--- src/verilog/spz_params.svh ---
`ifndef SPZ_PARAMS_SVH
`define SPZ_PARAMS_SVH

// register indices; byte address is four times the index
`define SPZ_IDX_CTRL  10'h098
`define SPZ_IDX_BUF   10'h099
`define SPZ_IDX_SLAVE_ADDRESS 10'h09a
`define SPZ_IDX_PCTL  10'h09b
`define SPZ_IDX_SLAVE_ADDRESS_MASK 10'h0b9

// serial_control field positions
`define SPZ_B_SM0FE 7
`define SPZ_B_SM1   6
`define SPZ_B_SM2   5
`define SPZ_B_REN   4
`define SPZ_B_TB8   3
`define SPZ_B_RB8   2
`define SPZ_B_TI    1
`define SPZ_B_RI    0
// power_control field position
`define SPZ_B_FEVS  6

`define SPZ_RST_REG 8'h00

// clocks per bit and oversampling
`define SPZ_M0_SLOW 12
`define SPZ_M0_FAST 4
`define SPZ_M2_SLOW 64
`define SPZ_M2_FAST 32
`define SPZ_OSR     16

`endif

--- src/verilog/spz_pkg.sv ---
package spz_pkg;

    typedef enum logic [1:0]
    {
        spz_mode0 = 2'b00,
        spz_mode1 = 2'b01,
        spz_mode2 = 2'b10,
        spz_mode3 = 2'b11
    } spz_mode_t;

    typedef enum logic [5:0]
    {
        spz_tx_idle  = 6'b000001,
        spz_tx_start = 6'b000010,
        spz_tx_data  = 6'b000100,
        spz_tx_ninth = 6'b001000,
        spz_tx_stop  = 6'b010000,
        spz_tx_sync  = 6'b100000
    } spz_tx_st_t;

    typedef enum logic [4:0]
    {
        spz_rx_idle  = 5'b00001,
        spz_rx_start = 5'b00010,
        spz_rx_data  = 5'b00100,
        spz_rx_ninth = 5'b01000,
        spz_rx_stop  = 5'b10000
    } spz_rx_st_t;

endpackage

--- src/verilog/spz_axil.sv ---
`timescale 1ns/1ps
`include "spz_params.svh"
module spz_axil
(
    input  wire logic        aclk,
    input  wire logic        aresetn,
    input  wire logic [11:0] awaddr,
    input  wire logic        awvalid,
    output logic             awready,
    input  wire logic [31:0] wdata,
    input  wire logic [3:0]  wstrb,
    input  wire logic        wvalid,
    output logic             wready,
    output logic [1:0]       bresp,
    output logic             bvalid,
    input  wire logic        bready,
    input  wire logic [11:0] araddr,
    input  wire logic        arvalid,
    output logic             arready,
    output logic [31:0]      rdata,
    output logic [1:0]       rresp,
    output logic             rvalid,
    input  wire logic        rready,
    output logic             reg_wr,
    output logic [9:0]       reg_widx,
    output logic [7:0]       reg_wdata,
    output logic [9:0]       reg_ridx,
    input  wire logic [7:0]  reg_rdata
);
    logic       aw_full;
    logic       w_full;
    logic       w_lane0;
    logic       fire;

    function automatic logic spz_hit(input logic [9:0] idx);
        return idx == `SPZ_IDX_CTRL || idx == `SPZ_IDX_BUF || idx == `SPZ_IDX_SLAVE_ADDRESS
            || idx == `SPZ_IDX_PCTL || idx == `SPZ_IDX_SLAVE_ADDRESS_MASK;
    endfunction

    assign awready  = !aw_full;
    assign wready   = !w_full;
    assign arready  = !rvalid;
    assign reg_ridx = araddr[11:2];
    // address and data are held apart so they may arrive in either order
    assign fire     = aw_full && w_full && !bvalid;
    // only lane 0 carries register bits
    assign reg_wr   = fire && w_lane0 && spz_hit(reg_widx);

    always_ff @(posedge aclk)
    begin
        if (!aresetn)
        begin
            aw_full  <= 1'b0;
            reg_widx <= 10'h000;
        end
        else if (awvalid && awready)
        begin
            aw_full  <= 1'b1;
            reg_widx <= awaddr[11:2];
        end
        else if (fire)
            aw_full <= 1'b0;
    end

    always_ff @(posedge aclk)
    begin
        if (!aresetn)
        begin
            w_full    <= 1'b0;
            w_lane0   <= 1'b0;
            reg_wdata <= 8'h00;
        end
        else if (wvalid && wready)
        begin
            w_full    <= 1'b1;
            w_lane0   <= wstrb[0];
            reg_wdata <= wdata[7:0];
        end
        else if (fire)
            w_full <= 1'b0;
    end

    always_ff @(posedge aclk)
    begin
        if (!aresetn)
        begin
            bvalid <= 1'b0;
            bresp  <= 2'b00;
        end
        else if (fire)
        begin
            bvalid <= 1'b1;
            bresp  <= spz_hit(reg_widx) ? 2'b00 : 2'b10;
        end
        else if (bready)
            bvalid <= 1'b0;
    end

    always_ff @(posedge aclk)
    begin
        if (!aresetn)
        begin
            rvalid <= 1'b0;
            rdata  <= 32'h00000000;
            rresp  <= 2'b00;
        end
        else if (arvalid && arready)
        begin
            rvalid <= 1'b1;
            rdata  <= {24'h000000, reg_rdata};
            rresp  <= spz_hit(reg_ridx) ? 2'b00 : 2'b10;
        end
        else if (rready)
            rvalid <= 1'b0;
    end
endmodule

--- src/verilog/spz_top.sv ---
// The AXI4-Lite register port was decided locally.
`timescale 1ns/1ps
`include "spz_params.svh"
// Notes on behaviour
// - control top bit: mode bit or frame error
// - frame error set on bad stop, software clears
// - mode bits pick one of four frame modes
// - modes 2/3 multiproc: ninth bit 0 drops
// - mode 1 multiproc: bad stop drops frame
// - mode 0 multiproc bit picks clock divide
// - receive only while receive enable set
// - modes 2/3 send tx ninth bit
// - rx ninth bit: ninth bit, or stop in mode 1 with multiproc clear
// - tx done timing, software clears
// - rx done timing, software clears
// - buffer: read receive, write transmit
// - masked compare against slave address
// - all-zero mask accepts any address
module spz_top
#(
    parameter int OSR = `SPZ_OSR
)
(
    input  wire logic        aclk,
    input  wire logic        aresetn,
    input  wire logic [11:0] awaddr,
    input  wire logic        awvalid,
    output logic             awready,
    input  wire logic [31:0] wdata,
    input  wire logic [3:0]  wstrb,
    input  wire logic        wvalid,
    output logic             wready,
    output logic [1:0]       bresp,
    output logic             bvalid,
    input  wire logic        bready,
    input  wire logic [11:0] araddr,
    input  wire logic        arvalid,
    output logic             arready,
    output logic [31:0]      rdata,
    output logic [1:0]       rresp,
    output logic             rvalid,
    input  wire logic        rready,
    input  wire logic        baud_tick,
    input  wire logic        rate_double,
    input  wire logic        rxd_in,
    output logic             rxd_out,
    output logic             rxd_oe,
    output logic             txd
);
    localparam int CW = $clog2(OSR);
    localparam logic [CW-1:0] MID = CW'(OSR / 2 - 1);
    localparam logic [CW-1:0] LAST = CW'(OSR - 1);
    localparam logic [5:0] D0S = 6'(`SPZ_M0_SLOW / 2);
    localparam logic [5:0] D0F = 6'(`SPZ_M0_FAST / 2);
    localparam logic [5:0] D2S = 6'(`SPZ_M2_SLOW / OSR);
    localparam logic [5:0] D2F = 6'(`SPZ_M2_FAST / OSR);

    generate
        if (OSR < 4 || OSR > `SPZ_M2_FAST || (OSR & (OSR - 1)) != 0)
            $error("OSR must be a power of two from 4 to 32");
    endgenerate

    logic                 reg_wr;
    logic [9:0]           reg_widx;
    logic [7:0]           reg_wdata;
    logic [9:0]           reg_ridx;
    logic [7:0]           reg_rdata;
    logic                 sm0, sm1, sm2, ren, tb8, rb8, ti, ri, fe, fevs;
    logic [7:0]           rx_buf, tx_buf, slave_address, slave_address_mask;
    spz_pkg::spz_mode_t   mode;
    spz_pkg::spz_tx_st_t  tx_st;
    spz_pkg::spz_rx_st_t  rx_st;
    logic [5:0]           div_cnt, div_lim;
    logic                 div_tick, tick16;
    logic [CW-1:0]        tx_cnt, rx_cnt;
    logic [2:0]           tx_bit, rx_bit;
    logic [7:0]           tx_sh, rx_sh;
    logic                 m0_ph, m0_rx, tx_go, ti_set, ri_set, fe_set;
    logic                 rx_s1, rx_s2, rx_s3, rx_mid, rx_r9;
    logic                 stop_ok, accept, addr_ok, rb8_load;
    logic                 next_txd, next_rxd_out, next_rxd_oe;

    function automatic logic spz_nine(input spz_pkg::spz_mode_t m);
        return m == spz_pkg::spz_mode2 || m == spz_pkg::spz_mode3;
    endfunction

    spz_axil u_bus
    (
        .aclk      (aclk),
        .aresetn   (aresetn),
        .awaddr    (awaddr),
        .awvalid   (awvalid),
        .awready   (awready),
        .wdata     (wdata),
        .wstrb     (wstrb),
        .wvalid    (wvalid),
        .wready    (wready),
        .bresp     (bresp),
        .bvalid    (bvalid),
        .bready    (bready),
        .araddr    (araddr),
        .arvalid   (arvalid),
        .arready   (arready),
        .rdata     (rdata),
        .rresp     (rresp),
        .rvalid    (rvalid),
        .rready    (rready),
        .reg_wr    (reg_wr),
        .reg_widx  (reg_widx),
        .reg_wdata (reg_wdata),
        .reg_ridx  (reg_ridx),
        .reg_rdata (reg_rdata)
    );

    function automatic logic spz_wr(input logic wr, input logic [9:0] idx, input logic [9:0] want);
        return wr && idx == want;
    endfunction

    assign mode = spz_pkg::spz_mode_t'({sm0, sm1});

    always_comb
    begin
        reg_rdata = 8'h00;
        case (reg_ridx)
            `SPZ_IDX_CTRL:  reg_rdata = {fevs ? fe : sm0, sm1, sm2, ren, tb8, rb8, ti, ri};
            `SPZ_IDX_BUF:   reg_rdata = rx_buf;
            `SPZ_IDX_SLAVE_ADDRESS: reg_rdata = slave_address;
            `SPZ_IDX_SLAVE_ADDRESS_MASK: reg_rdata = slave_address_mask;
            `SPZ_IDX_PCTL:  reg_rdata = 8'(fevs) << `SPZ_B_FEVS;
            default:        reg_rdata = 8'h00;
        endcase
    end

    always_ff @(posedge aclk)
    begin
        if (!aresetn)
        begin
            {sm0, sm1, sm2, ren, tb8} <= 5'h00;
            fevs  <= 1'b0;
            slave_address <= `SPZ_RST_REG;
            slave_address_mask <= `SPZ_RST_REG;
        end
        else if (spz_wr(reg_wr, reg_widx, `SPZ_IDX_CTRL))
        begin
            // top bit writes the mode only in mode view
            if (!fevs)
                sm0 <= reg_wdata[`SPZ_B_SM0FE];
            sm1 <= reg_wdata[`SPZ_B_SM1];
            sm2 <= reg_wdata[`SPZ_B_SM2];
            ren <= reg_wdata[`SPZ_B_REN];
            tb8 <= reg_wdata[`SPZ_B_TB8];
        end
        else if (spz_wr(reg_wr, reg_widx, `SPZ_IDX_PCTL))
            fevs <= reg_wdata[`SPZ_B_FEVS];
        else if (spz_wr(reg_wr, reg_widx, `SPZ_IDX_SLAVE_ADDRESS))
            slave_address <= reg_wdata;
        else if (spz_wr(reg_wr, reg_widx, `SPZ_IDX_SLAVE_ADDRESS_MASK))
            slave_address_mask <= reg_wdata;
    end

    // flags: hardware set wins over a software write in the same cycle
    always_ff @(posedge aclk)
    begin
        if (!aresetn)
        begin
            ti <= 1'b0;
            ri <= 1'b0;
            fe <= 1'b0;
        end
        else
        begin
            if (ti_set)
                ti <= 1'b1;
            else if (spz_wr(reg_wr, reg_widx, `SPZ_IDX_CTRL))
                ti <= reg_wdata[`SPZ_B_TI];
            if (ri_set)
                ri <= 1'b1;
            else if (spz_wr(reg_wr, reg_widx, `SPZ_IDX_CTRL))
                ri <= reg_wdata[`SPZ_B_RI];
            if (fe_set)
                fe <= 1'b1;
            else if (spz_wr(reg_wr, reg_widx, `SPZ_IDX_CTRL) && fevs)
                fe <= reg_wdata[`SPZ_B_SM0FE];
        end
    end

    // writes fill the transmit side and start a frame while tx_st is idle
    assign tx_go = spz_wr(reg_wr, reg_widx, `SPZ_IDX_BUF) && tx_st == spz_pkg::spz_tx_idle;

    always_ff @(posedge aclk)
    begin
        if (!aresetn)
            tx_buf <= `SPZ_RST_REG;
        else if (spz_wr(reg_wr, reg_widx, `SPZ_IDX_BUF))
            tx_buf <= reg_wdata;
    end

    // mode 0 half bit; mode 2 sixteenth bit
    always_comb
    begin
        if (mode == spz_pkg::spz_mode0)
            div_lim = sm2 ? D0F : D0S;
        else
            div_lim = rate_double ? D2F : D2S;
    end

    always_ff @(posedge aclk)
    begin
        // held at zero while mode 0 is idle so the first half bit is whole
        if (!aresetn || div_tick || (mode == spz_pkg::spz_mode0 && tx_st == spz_pkg::spz_tx_idle))
            div_cnt <= 6'h00;
        else
            div_cnt <= div_cnt + 6'h01;
    end

    // a lowered limit must not let the count wrap through 64
    assign div_tick = div_cnt >= div_lim - 6'h01;
    // external tick paces modes 1 and 3
    assign tick16 = mode == spz_pkg::spz_mode2 ? div_tick : (mode[0] && baud_tick);

    always_ff @(posedge aclk)
    begin
        if (!aresetn)
        begin
            tx_st  <= spz_pkg::spz_tx_idle;
            tx_cnt <= '0;
            tx_bit <= 3'h0;
            tx_sh  <= 8'h00;
            m0_ph  <= 1'b0;
            m0_rx  <= 1'b0;
        end
        else
        begin
            unique case (tx_st)
                spz_pkg::spz_tx_idle:
                    if (tx_go || (mode == spz_pkg::spz_mode0 && ren && !ri))
                    begin
                        // mode 0 reception also needs enable
                        tx_st  <= mode == spz_pkg::spz_mode0 ? spz_pkg::spz_tx_sync : spz_pkg::spz_tx_start;
                        m0_rx  <= !tx_go;
                        tx_sh  <= tx_go ? reg_wdata : tx_buf;
                        tx_cnt <= '0;
                        tx_bit <= 3'h0;
                        m0_ph  <= 1'b0;
                    end
                spz_pkg::spz_tx_sync:
                    if (div_tick)
                    begin
                        m0_ph <= !m0_ph;
                        // sample on the rising shift clock, shift on its end
                        if (!m0_ph && m0_rx)
                            tx_sh <= {rx_s2, tx_sh[7:1]};
                        else if (m0_ph && !m0_rx)
                            tx_sh <= {1'b0, tx_sh[7:1]};
                        if (m0_ph)
                        begin
                            tx_bit <= tx_bit + 3'h1;
                            if (tx_bit == 3'h7)
                                tx_st <= spz_pkg::spz_tx_idle;
                        end
                    end
                default:
                    if (tick16)
                    begin
                        tx_cnt <= tx_cnt + CW'(1);
                        if (tx_cnt == LAST)
                        begin
                            if (tx_st == spz_pkg::spz_tx_start)
                                tx_st <= spz_pkg::spz_tx_data;
                            else if (tx_st == spz_pkg::spz_tx_data)
                            begin
                                tx_sh  <= {1'b0, tx_sh[7:1]};
                                tx_bit <= tx_bit + 3'h1;
                                if (tx_bit == 3'h7)
                                    tx_st <= spz_nine(mode) ? spz_pkg::spz_tx_ninth : spz_pkg::spz_tx_stop;
                            end
                            else if (tx_st == spz_pkg::spz_tx_ninth)
                                tx_st <= spz_pkg::spz_tx_stop;
                            else
                                tx_st <= spz_pkg::spz_tx_idle;
                        end
                    end
            endcase
        end
    end

    // end of 8th bit in mode 0, stop start otherwise
    assign ti_set = (tx_st == spz_pkg::spz_tx_sync && !m0_rx && div_tick && m0_ph && tx_bit == 3'h7)
                 || (tick16 && tx_cnt == LAST && (tx_st == spz_pkg::spz_tx_ninth
                 || (tx_st == spz_pkg::spz_tx_data && tx_bit == 3'h7 && !spz_nine(mode))));

    always_comb
    begin
        next_txd     = 1'b1;
        next_rxd_out = 1'b1;
        next_rxd_oe  = 1'b0;
        unique case (tx_st)
            spz_pkg::spz_tx_sync:
            begin
                next_txd     = m0_ph;
                next_rxd_out = tx_sh[0];
                next_rxd_oe  = !m0_rx;
            end
            spz_pkg::spz_tx_start: next_txd = 1'b0;
            spz_pkg::spz_tx_data:  next_txd = tx_sh[0];
            spz_pkg::spz_tx_ninth: next_txd = tb8;
            default:               next_txd = 1'b1;
        endcase
    end

    always_ff @(posedge aclk)
    begin
        if (!aresetn)
        begin
            txd     <= 1'b1;
            rxd_out <= 1'b1;
            rxd_oe  <= 1'b0;
        end
        else
        begin
            txd     <= next_txd;
            rxd_out <= next_rxd_out;
            rxd_oe  <= next_rxd_oe;
        end
    end

    // rx pin crosses in; edge detect reads only later stages
    always_ff @(posedge aclk)
    begin
        if (!aresetn)
            {rx_s1, rx_s2, rx_s3} <= 3'b111;
        else
            {rx_s1, rx_s2, rx_s3} <= {rxd_in, rx_s1, rx_s2};
    end

    assign rx_mid  = tick16 && rx_cnt == MID;
    assign stop_ok = rx_s2;
    // masked compare; zero mask matches all
    assign addr_ok = ((rx_sh ^ slave_address) & slave_address_mask) == 8'h00;
    // mode 1 needs a good stop; modes 2/3 need ninth bit and address
    assign accept  = !sm2 || (mode == spz_pkg::spz_mode1 ? stop_ok : rx_r9 && addr_ok);
    assign fe_set  = rx_st == spz_pkg::spz_rx_stop && rx_mid && !stop_ok;
    // middle of stop, or end of 8th bit in mode 0
    assign ri_set  = (rx_st == spz_pkg::spz_rx_stop && rx_mid && accept)
                  || (tx_st == spz_pkg::spz_tx_sync && m0_rx && div_tick && m0_ph && tx_bit == 3'h7);
    // ninth bit or stop; no function in mode 0
    assign rb8_load = spz_nine(mode) ? rx_r9 : stop_ok;

    always_ff @(posedge aclk)
    begin
        if (!aresetn)
        begin
            rx_buf <= `SPZ_RST_REG;
            rb8    <= 1'b0;
        end
        else if (ri_set)
        begin
            rx_buf <= tx_st == spz_pkg::spz_tx_sync ? tx_sh : rx_sh;
            if (tx_st != spz_pkg::spz_tx_sync && (spz_nine(mode) || !sm2))
                rb8 <= rb8_load;
        end
    end

    always_ff @(posedge aclk)
    begin
        // clearing the enable drops a frame in progress
        if (!aresetn || !ren || mode == spz_pkg::spz_mode0)
        begin
            rx_st  <= spz_pkg::spz_rx_idle;
            rx_cnt <= '0;
            rx_bit <= 3'h0;
            rx_sh  <= 8'h00;
            rx_r9  <= 1'b0;
        end
        else if (rx_st == spz_pkg::spz_rx_idle)
        begin
            rx_cnt <= '0;
            rx_bit <= 3'h0;
            if (rx_s3 && !rx_s2)
                rx_st <= spz_pkg::spz_rx_start;
        end
        else if (tick16)
        begin
            rx_cnt <= rx_cnt + CW'(1);
            if (rx_cnt == MID)
            begin
                unique case (rx_st)
                    // a glitch that is high at mid start is no start
                    spz_pkg::spz_rx_start:
                        rx_st <= rx_s2 ? spz_pkg::spz_rx_idle : spz_pkg::spz_rx_data;
                    spz_pkg::spz_rx_data:
                    begin
                        rx_sh  <= {rx_s2, rx_sh[7:1]};
                        rx_bit <= rx_bit + 3'h1;
                        if (rx_bit == 3'h7)
                            rx_st <= spz_nine(mode) ? spz_pkg::spz_rx_ninth : spz_pkg::spz_rx_stop;
                    end
                    spz_pkg::spz_rx_ninth:
                    begin
                        rx_r9 <= rx_s2;
                        rx_st <= spz_pkg::spz_rx_stop;
                    end
                    default:
                        rx_st <= spz_pkg::spz_rx_idle;
                endcase
            end
        end
    end
endmodule
--- config.mk ---
export PLATFORM = sky130hd
export DESIGN_NAME = spz_top
export DESIGN_NICKNAME = d
export VERILOG_FILES = /design/src/verilog/spz_pkg.sv /design/src/verilog/spz_axil.sv /design/src/verilog/spz_top.sv
export VERILOG_INCLUDE_DIRS = /design/src /design/src/verilog
export SDC_FILE = /design/constraint.sdc
export NUM_CORES = 1
export LEC_CHECK = 0
export ABC_AREA = 0
export BUFFER_PORTS_ARGS = -buffer_cell sky130_fd_sc_hd__buf_2
export CAP_MARGIN = 20
export CORE_MARGIN = 2
export CORE_UTILIZATION = 30
export DETAILED_ROUTE_END_ITERATION = 7
export GPL_ROUTABILITY_DRIVEN = 0
export GPL_TIMING_DRIVEN = 0
export PLACE_DENSITY = 0.51
export SKIP_CTS_REPAIR_TIMING = 1
export SYNTH_ARGS = -nofsm -noshare
export SYNTH_HDL_FRONTEND = slang
export SYNTH_SLANG_ARGS = --single-unit
--- constraint.sdc ---
create_clock -name aclk -period 3.3 [get_ports aclk]
set_clock_uncertainty 0.15 [all_clocks]
set_input_delay 0.495 -clock aclk [delete_from_list [all_inputs] [get_ports aclk]]
set_output_delay 0.495 -clock aclk [all_outputs]
set_load 0.01 [all_outputs]
==> metrics.csv, run 1 <==
stage,metric,value,unit
status,status,finished clean,
logic_synthesis,ys_seq_elements,131,
detailed_routing,vias_per_cell,4.78,
logic_synthesis,yosysSeqAreaShare,41.2,%
global_route,grt_overflow_total,0,
power_and_ir_drop,swShare,29.9,%
sta,finalSetupViolCount,0,
sta,finalCriticalPeriod,3.20,ns
clocking,path_clk_slew,0.06,ns
logic_synthesis,syn_avg_cell_area,8.52,µm²
power_and_ir_drop,peakVddDrop,0.278,mV
run,maxCapViolCount,0,
cells_and_area,fin_nets,941,
clocking,cts-root-buf,clkbuf_16,
setup_path,cp_max_fo,9,
detailed_routing,drc_errors,0,
sta,slew-limit-headroom,42.1,%
cells_and_area,final_cells,1145,
power_and_ir_drop,p_clk_share,43.1,%
global_route,grt_max_degree,17,
cells_and_area,utilization,37.7,%
detailed_routing,wire_per_inst,15.5,µm
setup_path,worst_path_most_repeated_cell,buf_6,
clocking,clk_latency,0.43,ns
cells_and_area,drive_gt1_share,18.2,%
place,post-place-cells,1104,
global_route,grt_pass1_wl,28100,µm
sta,worst_slew_pin_slew,0.862,ns
logic_synthesis,async_flop_share,0,%
clocking,cts_max_path_buffers,2,
power_and_ir_drop,comb_power_share,19.8,%
min_path,min_path_type,primary input to register,
clocking,h-tree-depth,4,
setup_path,end_kind,register,
global_route,met1_usage,22.8,%
floorplan,pin_count,114,
floorplan,start_util,30.4,%
sta,finalCritPeriodShare,97.0,%
power_and_ir_drop,power_leakage,3.40,nW
setup_path,ff2ff_path_depth,12,
logic_synthesis,synth_edf_count,0,
floorplan,core_region_area,21000,µm²
power_and_ir_drop,p_int,0.00321,W
cells_and_area,area_growth,24.0,%
setup_path,criticalPathCategory,register to register,
global_route,grt_pass1_vias,5117,
logic_synthesis,yosysWarnings,0,
sta,hold_viol,0,
logic_synthesis,synthDistinctLibCells,61,
logic_synthesis,netlist_instances,748,
sta,rsz0062_at_grt,true,
setup_path,reg2reg_slack,0.1,ns
global_route,grt_use_met3,3.78,%
sta,achievable-frequency,312,MHz
power_and_ir_drop,power.density,580,nW/µm²
floorplan,die_w,150,µm
setup_path,slowest_stage,dfxtp_1,
floorplan,die-height,150,µm
power_and_ir_drop,power_frac_seq,37.1,%
place,io_buffers,56,
floorplan,die-area,22400,µm²
detailed_routing,antenna_left,0,
clocking,cts-buffers-inserted,17,
floorplan,row_count,53,
cells_and_area,fillerInstances,2177,
detailed_routing,finalWirelength,17800,µm
detailed_routing,route.vias.total,5474,
clocking,cts_tree,built,
setup_path,crit_arrival,3.40,ns
global_route,met2_usage,25.9,%
logic_synthesis,synth_flop_cell,dfxtp_1,
global_route,grt-busiest-layer,met2,
detailed_routing,drt-pass1-iter-count,5,
global_route,grt_usage,16.5,%
setup_path,critPathRequiredTime,3.50,ns
setup_path,critPathLaunchType,register,
place,hpwl,12800,µm
detailed_routing,first_iter_violations,391,
min_path,holdPathStages,2,
sta,slew_violations,0,
setup_path,path_cells,buf_6 > or2_4 > mux2_2 > ha_4 > ha_1 > nand4_1 > o22ai_4 > buf_6 > o211ai_1 > o311a_1 > nor2_2 > mux2i_1,
cells_and_area,insertedDiodeCount,0,
setup_path,critPathMaxStageDelay,0.31,ns
global_route,antenna_found_initial,0,
power_and_ir_drop,power.switching,0.00137,W
logic_synthesis,netlist_area,6370,µm²
clocking,cts.sinks,131,
[cell type report]
cell class                      instances  area (µm²)  area share, %
Multi-Input combinational cell        567        3530           44.7
Sequential cell                       131        2620           33.2
Clock buffer                           18         439           5.56
Buffer                                 63         373           4.72
Timing Repair Buffer                   66         369           4.67
Tap cell                              275         344           4.36
Clock inverter                         14         178           2.25
Inverter                               11        41.3          0.523
[synthesized netlist by cell type, drive strengths merged, types with 2 or more instances]
master / number / area [µm²]
xnor2: 3 / 26.3
nor4b: 2 / 17.5
or4: 3 / 26.3
mux2i: 80 / 801
inv: 11 / 41.3
a21oi: 42 / 210
clkbuf: 30 / 113
o21a: 2 / 15.0
or3: 6 / 37.5
o31ai: 4 / 30.0
o21ai: 12 / 63.8
ha: 14 / 175
nand4: 8 / 50.1
or2: 5 / 31.3
nor4: 5 / 37.5
o22ai: 9 / 56.3
nand3: 20 / 100
a31oi: 5 / 31.3
nand3b: 6 / 45.0
and3: 3 / 18.8
a21o: 4 / 30.0
dfxtp: 131 / 2620
nand2b: 10 / 62.6
a22o: 7 / 61.3
mux2: 2 / 22.5
xor2: 14 / 123
buf: 34 / 236
a211oi: 2 / 15.0
o211ai: 13 / 97.6
nor3b: 5 / 48.8
nor2b: 8 / 50.1
nor4bb: 2 / 20.0
nand2: 131 / 494
nor2: 79 / 297
nor3: 13 / 65.1
or4b: 2 / 20.0
a22oi: 4 / 30.0
[path summary, 6_finish.rpt]
path	startpoint	to
worst max-delay path	sm1$_SDFFE_PN0P_	tx_st[4]$_SDFFE_PN0P_
worst min-delay path	rready	u_bus.rvalid$_SDFFE_PN0P_
worst max register to register	sm1$_SDFFE_PN0P_	tx_st[4]$_SDFFE_PN0P_
worst min register to register	rx_s1$_SDFF_PN1_	rx_s2$_SDFF_PN1_
[metrics by stage]
stage	setup WS, ns	setup TNS (ns)	hold slack, ns	area (µm²)	total power [W]
3_3_place_gp	-0.673	-19.15	0.243	7100	0.00254
4_1_cts	-0.660	-19.78	0.0793	7720	0.00454
5_1_grt	-0.0307	-0.191	0.0916	7900	0.00480
3_5_place_dp	-0.632	-18.24	0.257	7100	0.00254
6_report	0.0976	0	0.0974	7900	0.00458
2_1_floorplan	0.00271	0	0.236	6480	0.00232
[worst max-delay path: cells and delay by family, from the launching register on]
| kind | cells | cell delay [ns] |
|---|---|---|
| AOI/OAI and AO/OA | 3 | 0.69 |
| and+or+nand+nor | 3 | 0.66 |
| muxes | 2 | 0.53 |
| adders and majority gates | 2 | 0.50 |
| DFF | 1 | 0.31 |
| buffers and inverters | 2 | 0.27 |
[power groups by stage]
stage	Clock (W)	Sequential [W]	Combinational, W
4_1_cts	0.00202	0.00170	0.000816
3_3_place_gp	0	0.00173	0.000813
3_5_place_dp	0	0.00173	0.000811
2_1_floorplan	0	0.00171	0.000606
6_report	0.00197	0.00170	0.000909
5_1_grt	0.00210	0.00171	0.000992
[per-layer routing]
layer  share of wire [%]  vias to the layer above
met2                  45                      137
met4                0.75                        0
met1                  49                     2552
li1                    -                     2773
met5                   0                        -
met3                 4.9                       12
[registers in the layout, summed over array words and instances, names as in the netlist, 3 cells and up]
signal / count
tx_sh: 8
u_bus.rdata: 8
tx_buf: 8
rx_cnt: 4
tx_st: 6
rx_buf: 8
rx_st: 5
slave_address_mask: 8
tx_bit: 3
u_bus.reg_widx: 10
div_cnt: 6
slave_address: 8
u_bus.reg_wdata: 8
rx_sh: 8
rx_bit: 3
tx_cnt: 4
[placed cells by master, fill, tap and decap left out, types with 13 or more instances in the layout]
master | Yosys | routed
a21oi_1 | 42 | 39
buf_2 | 0 | 58
buf_4 | 27 | 35
clkbuf_1 | 30 | 27
clkbuf_16 | 0 | 17
conb_1 | 1 | 26
dfxtp_1 | 131 | 131
ha_1 | 14 | 13
mux2i_1 | 80 | 80
nand2_1 | 130 | 130
nand3_1 | 20 | 19
nor2_1 | 79 | 78
o211ai_1 | 13 | 13
xor2_1 | 14 | 14
[cells by family after synthesis]
family,Yosys count,synth area share (%)
and+or+nand+nor,313,23.0
DFF,131,41.2
AOI/OAI and AO/OA,115,11.6
muxes,82,12.9
buffers and inverters,75,6.13
xor gates and xnor gates,17,2.34
adders and majority gates,14,2.75
other,1,0.0589
Power figures use the tool's default switching activity.
==> run 2, diff against run 1 <==
--- a/config.mk
+++ b/config.mk
@@ -10,11 +10,11 @@
 export BUFFER_PORTS_ARGS = -buffer_cell sky130_fd_sc_hd__buf_2
 export CAP_MARGIN = 20
 export CORE_MARGIN = 2
-export CORE_UTILIZATION = 30
+export CORE_UTILIZATION = 51
 export DETAILED_ROUTE_END_ITERATION = 7
 export GPL_ROUTABILITY_DRIVEN = 0
 export GPL_TIMING_DRIVEN = 0
-export PLACE_DENSITY = 0.51
+export PLACE_DENSITY = 0.78
 export SKIP_CTS_REPAIR_TIMING = 1
 export SYNTH_ARGS = -nofsm -noshare
 export SYNTH_HDL_FRONTEND = slang
==> run 2 against run 1 <==
Total power down 1.5%. Global-route usage up 8.2 points. Combinational power up 4.0%. Worst setup slack worse by 0.067 ns. Non-clock buffer count unchanged. Via count up 2.9%. Sequential power about the same. Count of clock-buffer cells in the layout up 3. Clock power down 5%. Sequential share of layout area up 0.53 points. Critical path type unchanged.
==> metrics.csv, run 2 (synthesis gave the netlist of run 1 again) <==
stage,metric,value,unit,change
status,status,finished clean,,
cells_and_area,layout_commonest_cell,dfxtp_1,,
power_and_ir_drop,p_int,0.00316,W,-1.6%
run,maxCapViolCount,0,,unchanged
sta,slew_violations,0,,unchanged
cells_and_area,layout_common_cells,"dfxtp_1 (131), nand2_1 (130), mux2i_1 (80), nor2_1 (78), buf_2 (56)",,
sta,finalCriticalPeriod,3.27,ns,+0.0675 ns
global_route,antenna_found_initial,0,,unchanged
place,placed_cell_area,6970,µm²,-1.9%
detailed_routing,antenna_left,0,,unchanged
clocking,cts_max_path_buffers,2,,unchanged
power_and_ir_drop,power_frac_seq,37.7,%,+0.6 points
global_route,grt_max_degree,17,,unchanged
floorplan,row_count,40,,-25%
cells_and_area,area_growth,22.1,%,
global_route,grt_usage,24.7,%,+8.2 points
clocking,cts-buffers-inserted,17,,unchanged
min_path,min_path_type,primary input to register,,
detailed_routing,finalWirelength,16400,µm,-8.0%
sta,hold_viol,0,,unchanged
power_and_ir_drop,p_clk_share,41.3,%,-1.8 points
clocking,cts-root-buf,clkbuf_16,,
power_and_ir_drop,peakVddDrop,0.391,mV,+41%
detailed_routing,first_iter_violations,659,,+69%
clocking,cts_tree,built,,
cells_and_area,design_area,7770,µm²,-1.6%
power_and_ir_drop,power.switching,0.00135,W,-1.4%
global_route,grt_overflow_total,0,,unchanged
cells_and_area,fillerInstances,1036,,-52%
cells_and_area,register_area,2620,µm²,unchanged
sta,slew-limit-headroom,45.9,%,+3.8 points
setup_path,criticalPathCategory,register to register,,
setup_path,critPathLaunchType,register,,
setup_path,crit_arrival,3.47,ns,+0.07 ns
floorplan,core_region_area,12100,µm²,-42%
setup_path,critPathRequiredTime,3.50,ns,about the same
detailed_routing,wire_per_inst,15.8,µm,+1.5%
sta,tns,0,ns,unchanged
sta,worst_slew_pin_slew,0.805,ns,-0.0570 ns
global_route,grt_pass1_wl,25400,µm,-9.8%
cells_and_area,drive_gt1_share,17.9,%,-0.23 points
setup_path,cp_max_fo,9,,unchanged
detailed_routing,drt-pass1-iter-count,6,,+1
floorplan,pin_count,114,,unchanged
clocking,cts.sinks,131,,unchanged
detailed_routing,route.vias.total,5635,,+2.9%
power_and_ir_drop,power.density,580,nW/µm²,about the same
cells_and_area,top_register,u_bus.reg_widx,,
power_and_ir_drop,power,0.00451,W,-1.5%
sta,finalSetupViolCount,0,,unchanged
power_and_ir_drop,comb_power_share,20.9,%,+1.1 points
detailed_routing,vias_per_cell,5.43,,+14%
place,io_buffers,56,,unchanged
floorplan,die-height,116,µm,-23%
sta,finalCritPeriodShare,99.1,%,+2.0 points
cells_and_area,fin_nets,941,,unchanged
place,hpwl,11200,µm,-12%
floorplan,die-area,13400,µm²,-40%
floorplan,die_w,116,µm,-23%
clocking,h-tree-depth,4,,unchanged
sta,achievable-frequency,306,MHz,-2.1%
power_and_ir_drop,power_leakage,3.39,nW,-0.23%
clocking,path_clk_slew,0.06,ns,about the same
cells_and_area,largest_reg_flops,10,,unchanged
cells_and_area,insertedDiodeCount,0,,unchanged
power_and_ir_drop,swShare,29.9,%,+0.040 points
setup_path,end_kind,register,,
detailed_routing,drc_errors,0,,unchanged
floorplan,start_util,52.6,%,+22 points
global_route,grt_pass1_vias,5142,,+0.49%
clocking,clk_latency,0.43,ns,about the same
cells_and_area,multi_input_area,3560,µm²,+0.89%
==> run 2: cell count changes in the layout (fill, tap and decap cells not counted), moves of 2 or more <==
cell      change
inv_6         -3
buf_2         -2
buf_4         +2
clkbuf_1      +2
==> run 2: power by group through the flow <==
stage,logic (W),registers [W],clock network [W]
4_1_cts,0.000800,0.00170,0.00188
2_1_floorplan,0.000606,0.00171,0
5_1_grt,0.00101,0.00171,0.00196
6_report,0.000945,0.00170,0.00187
3_5_place_dp,0.000799,0.00173,0
3_3_place_gp,0.000788,0.00173,0
==> run 2: layout make-up <==
class,count,share of cell area (%)
tap,168,2.70
sequential,131,33.7
clock inverter,11,1.67
clock buffer,21,5.92
inverter,11,0.531
multi-input combinational,567,45.8
timing repair buffer,66,4.73
buffer,63,4.88
==> run 2: layer usage <==
layer / routed length (µm) / GRT usage, %
met4: 359 / 10.7
met5: 0 / 0
met1: 7280 / 33.2
met3: 1280 / 5.91
met2: 7450 / 38.1
==> run 2: metrics by stage <==
stage	util (%)	std cells	setup slack, ns	hold WS [ns]
3_5_place_dp	57.6	997	-0.604	0.242
2_1_floorplan	-	773	0.00271	0.236
5_1_grt	64.2	1038	-0.0335	0.101
6_report	64.2	1038	0.0301	0.108
4_1_cts	62.4	1029	-0.632	0.0981
3_3_place_gp	57.6	997	-0.527	0.242
==> run 2: critical path: stages, from the launching register on <==
cell	delay [ns]
dfxtp_1	0.31
buf_6	0.15
or2_4	0.25
mux2_2	0.31
ha_4	0.24
ha_1	0.26
nand4_1	0.14
o22ai_4	0.28
buf_4	0.16
o211ai_1	0.10
buf_4	0.19
o311a_4	0.16
or4_1	0.40
nand3_1	0.10
==> run 2: worst paths after layout <==
path,cells after the start,to,from,slack [ns]
worst max-delay path,13,tx_st[0]$_SDFFE_PN1P_,sm1$_SDFFE_PN0P_,0.03
worst min-delay path,2,u_bus.rvalid$_SDFFE_PN0P_,rready,0.11
worst max register to register,13,tx_st[0]$_SDFFE_PN1P_,sm1$_SDFFE_PN0P_,0.03
worst min register to register,1,rx_s2$_SDFF_PN1_,rx_s1$_SDFF_PN1_,0.25
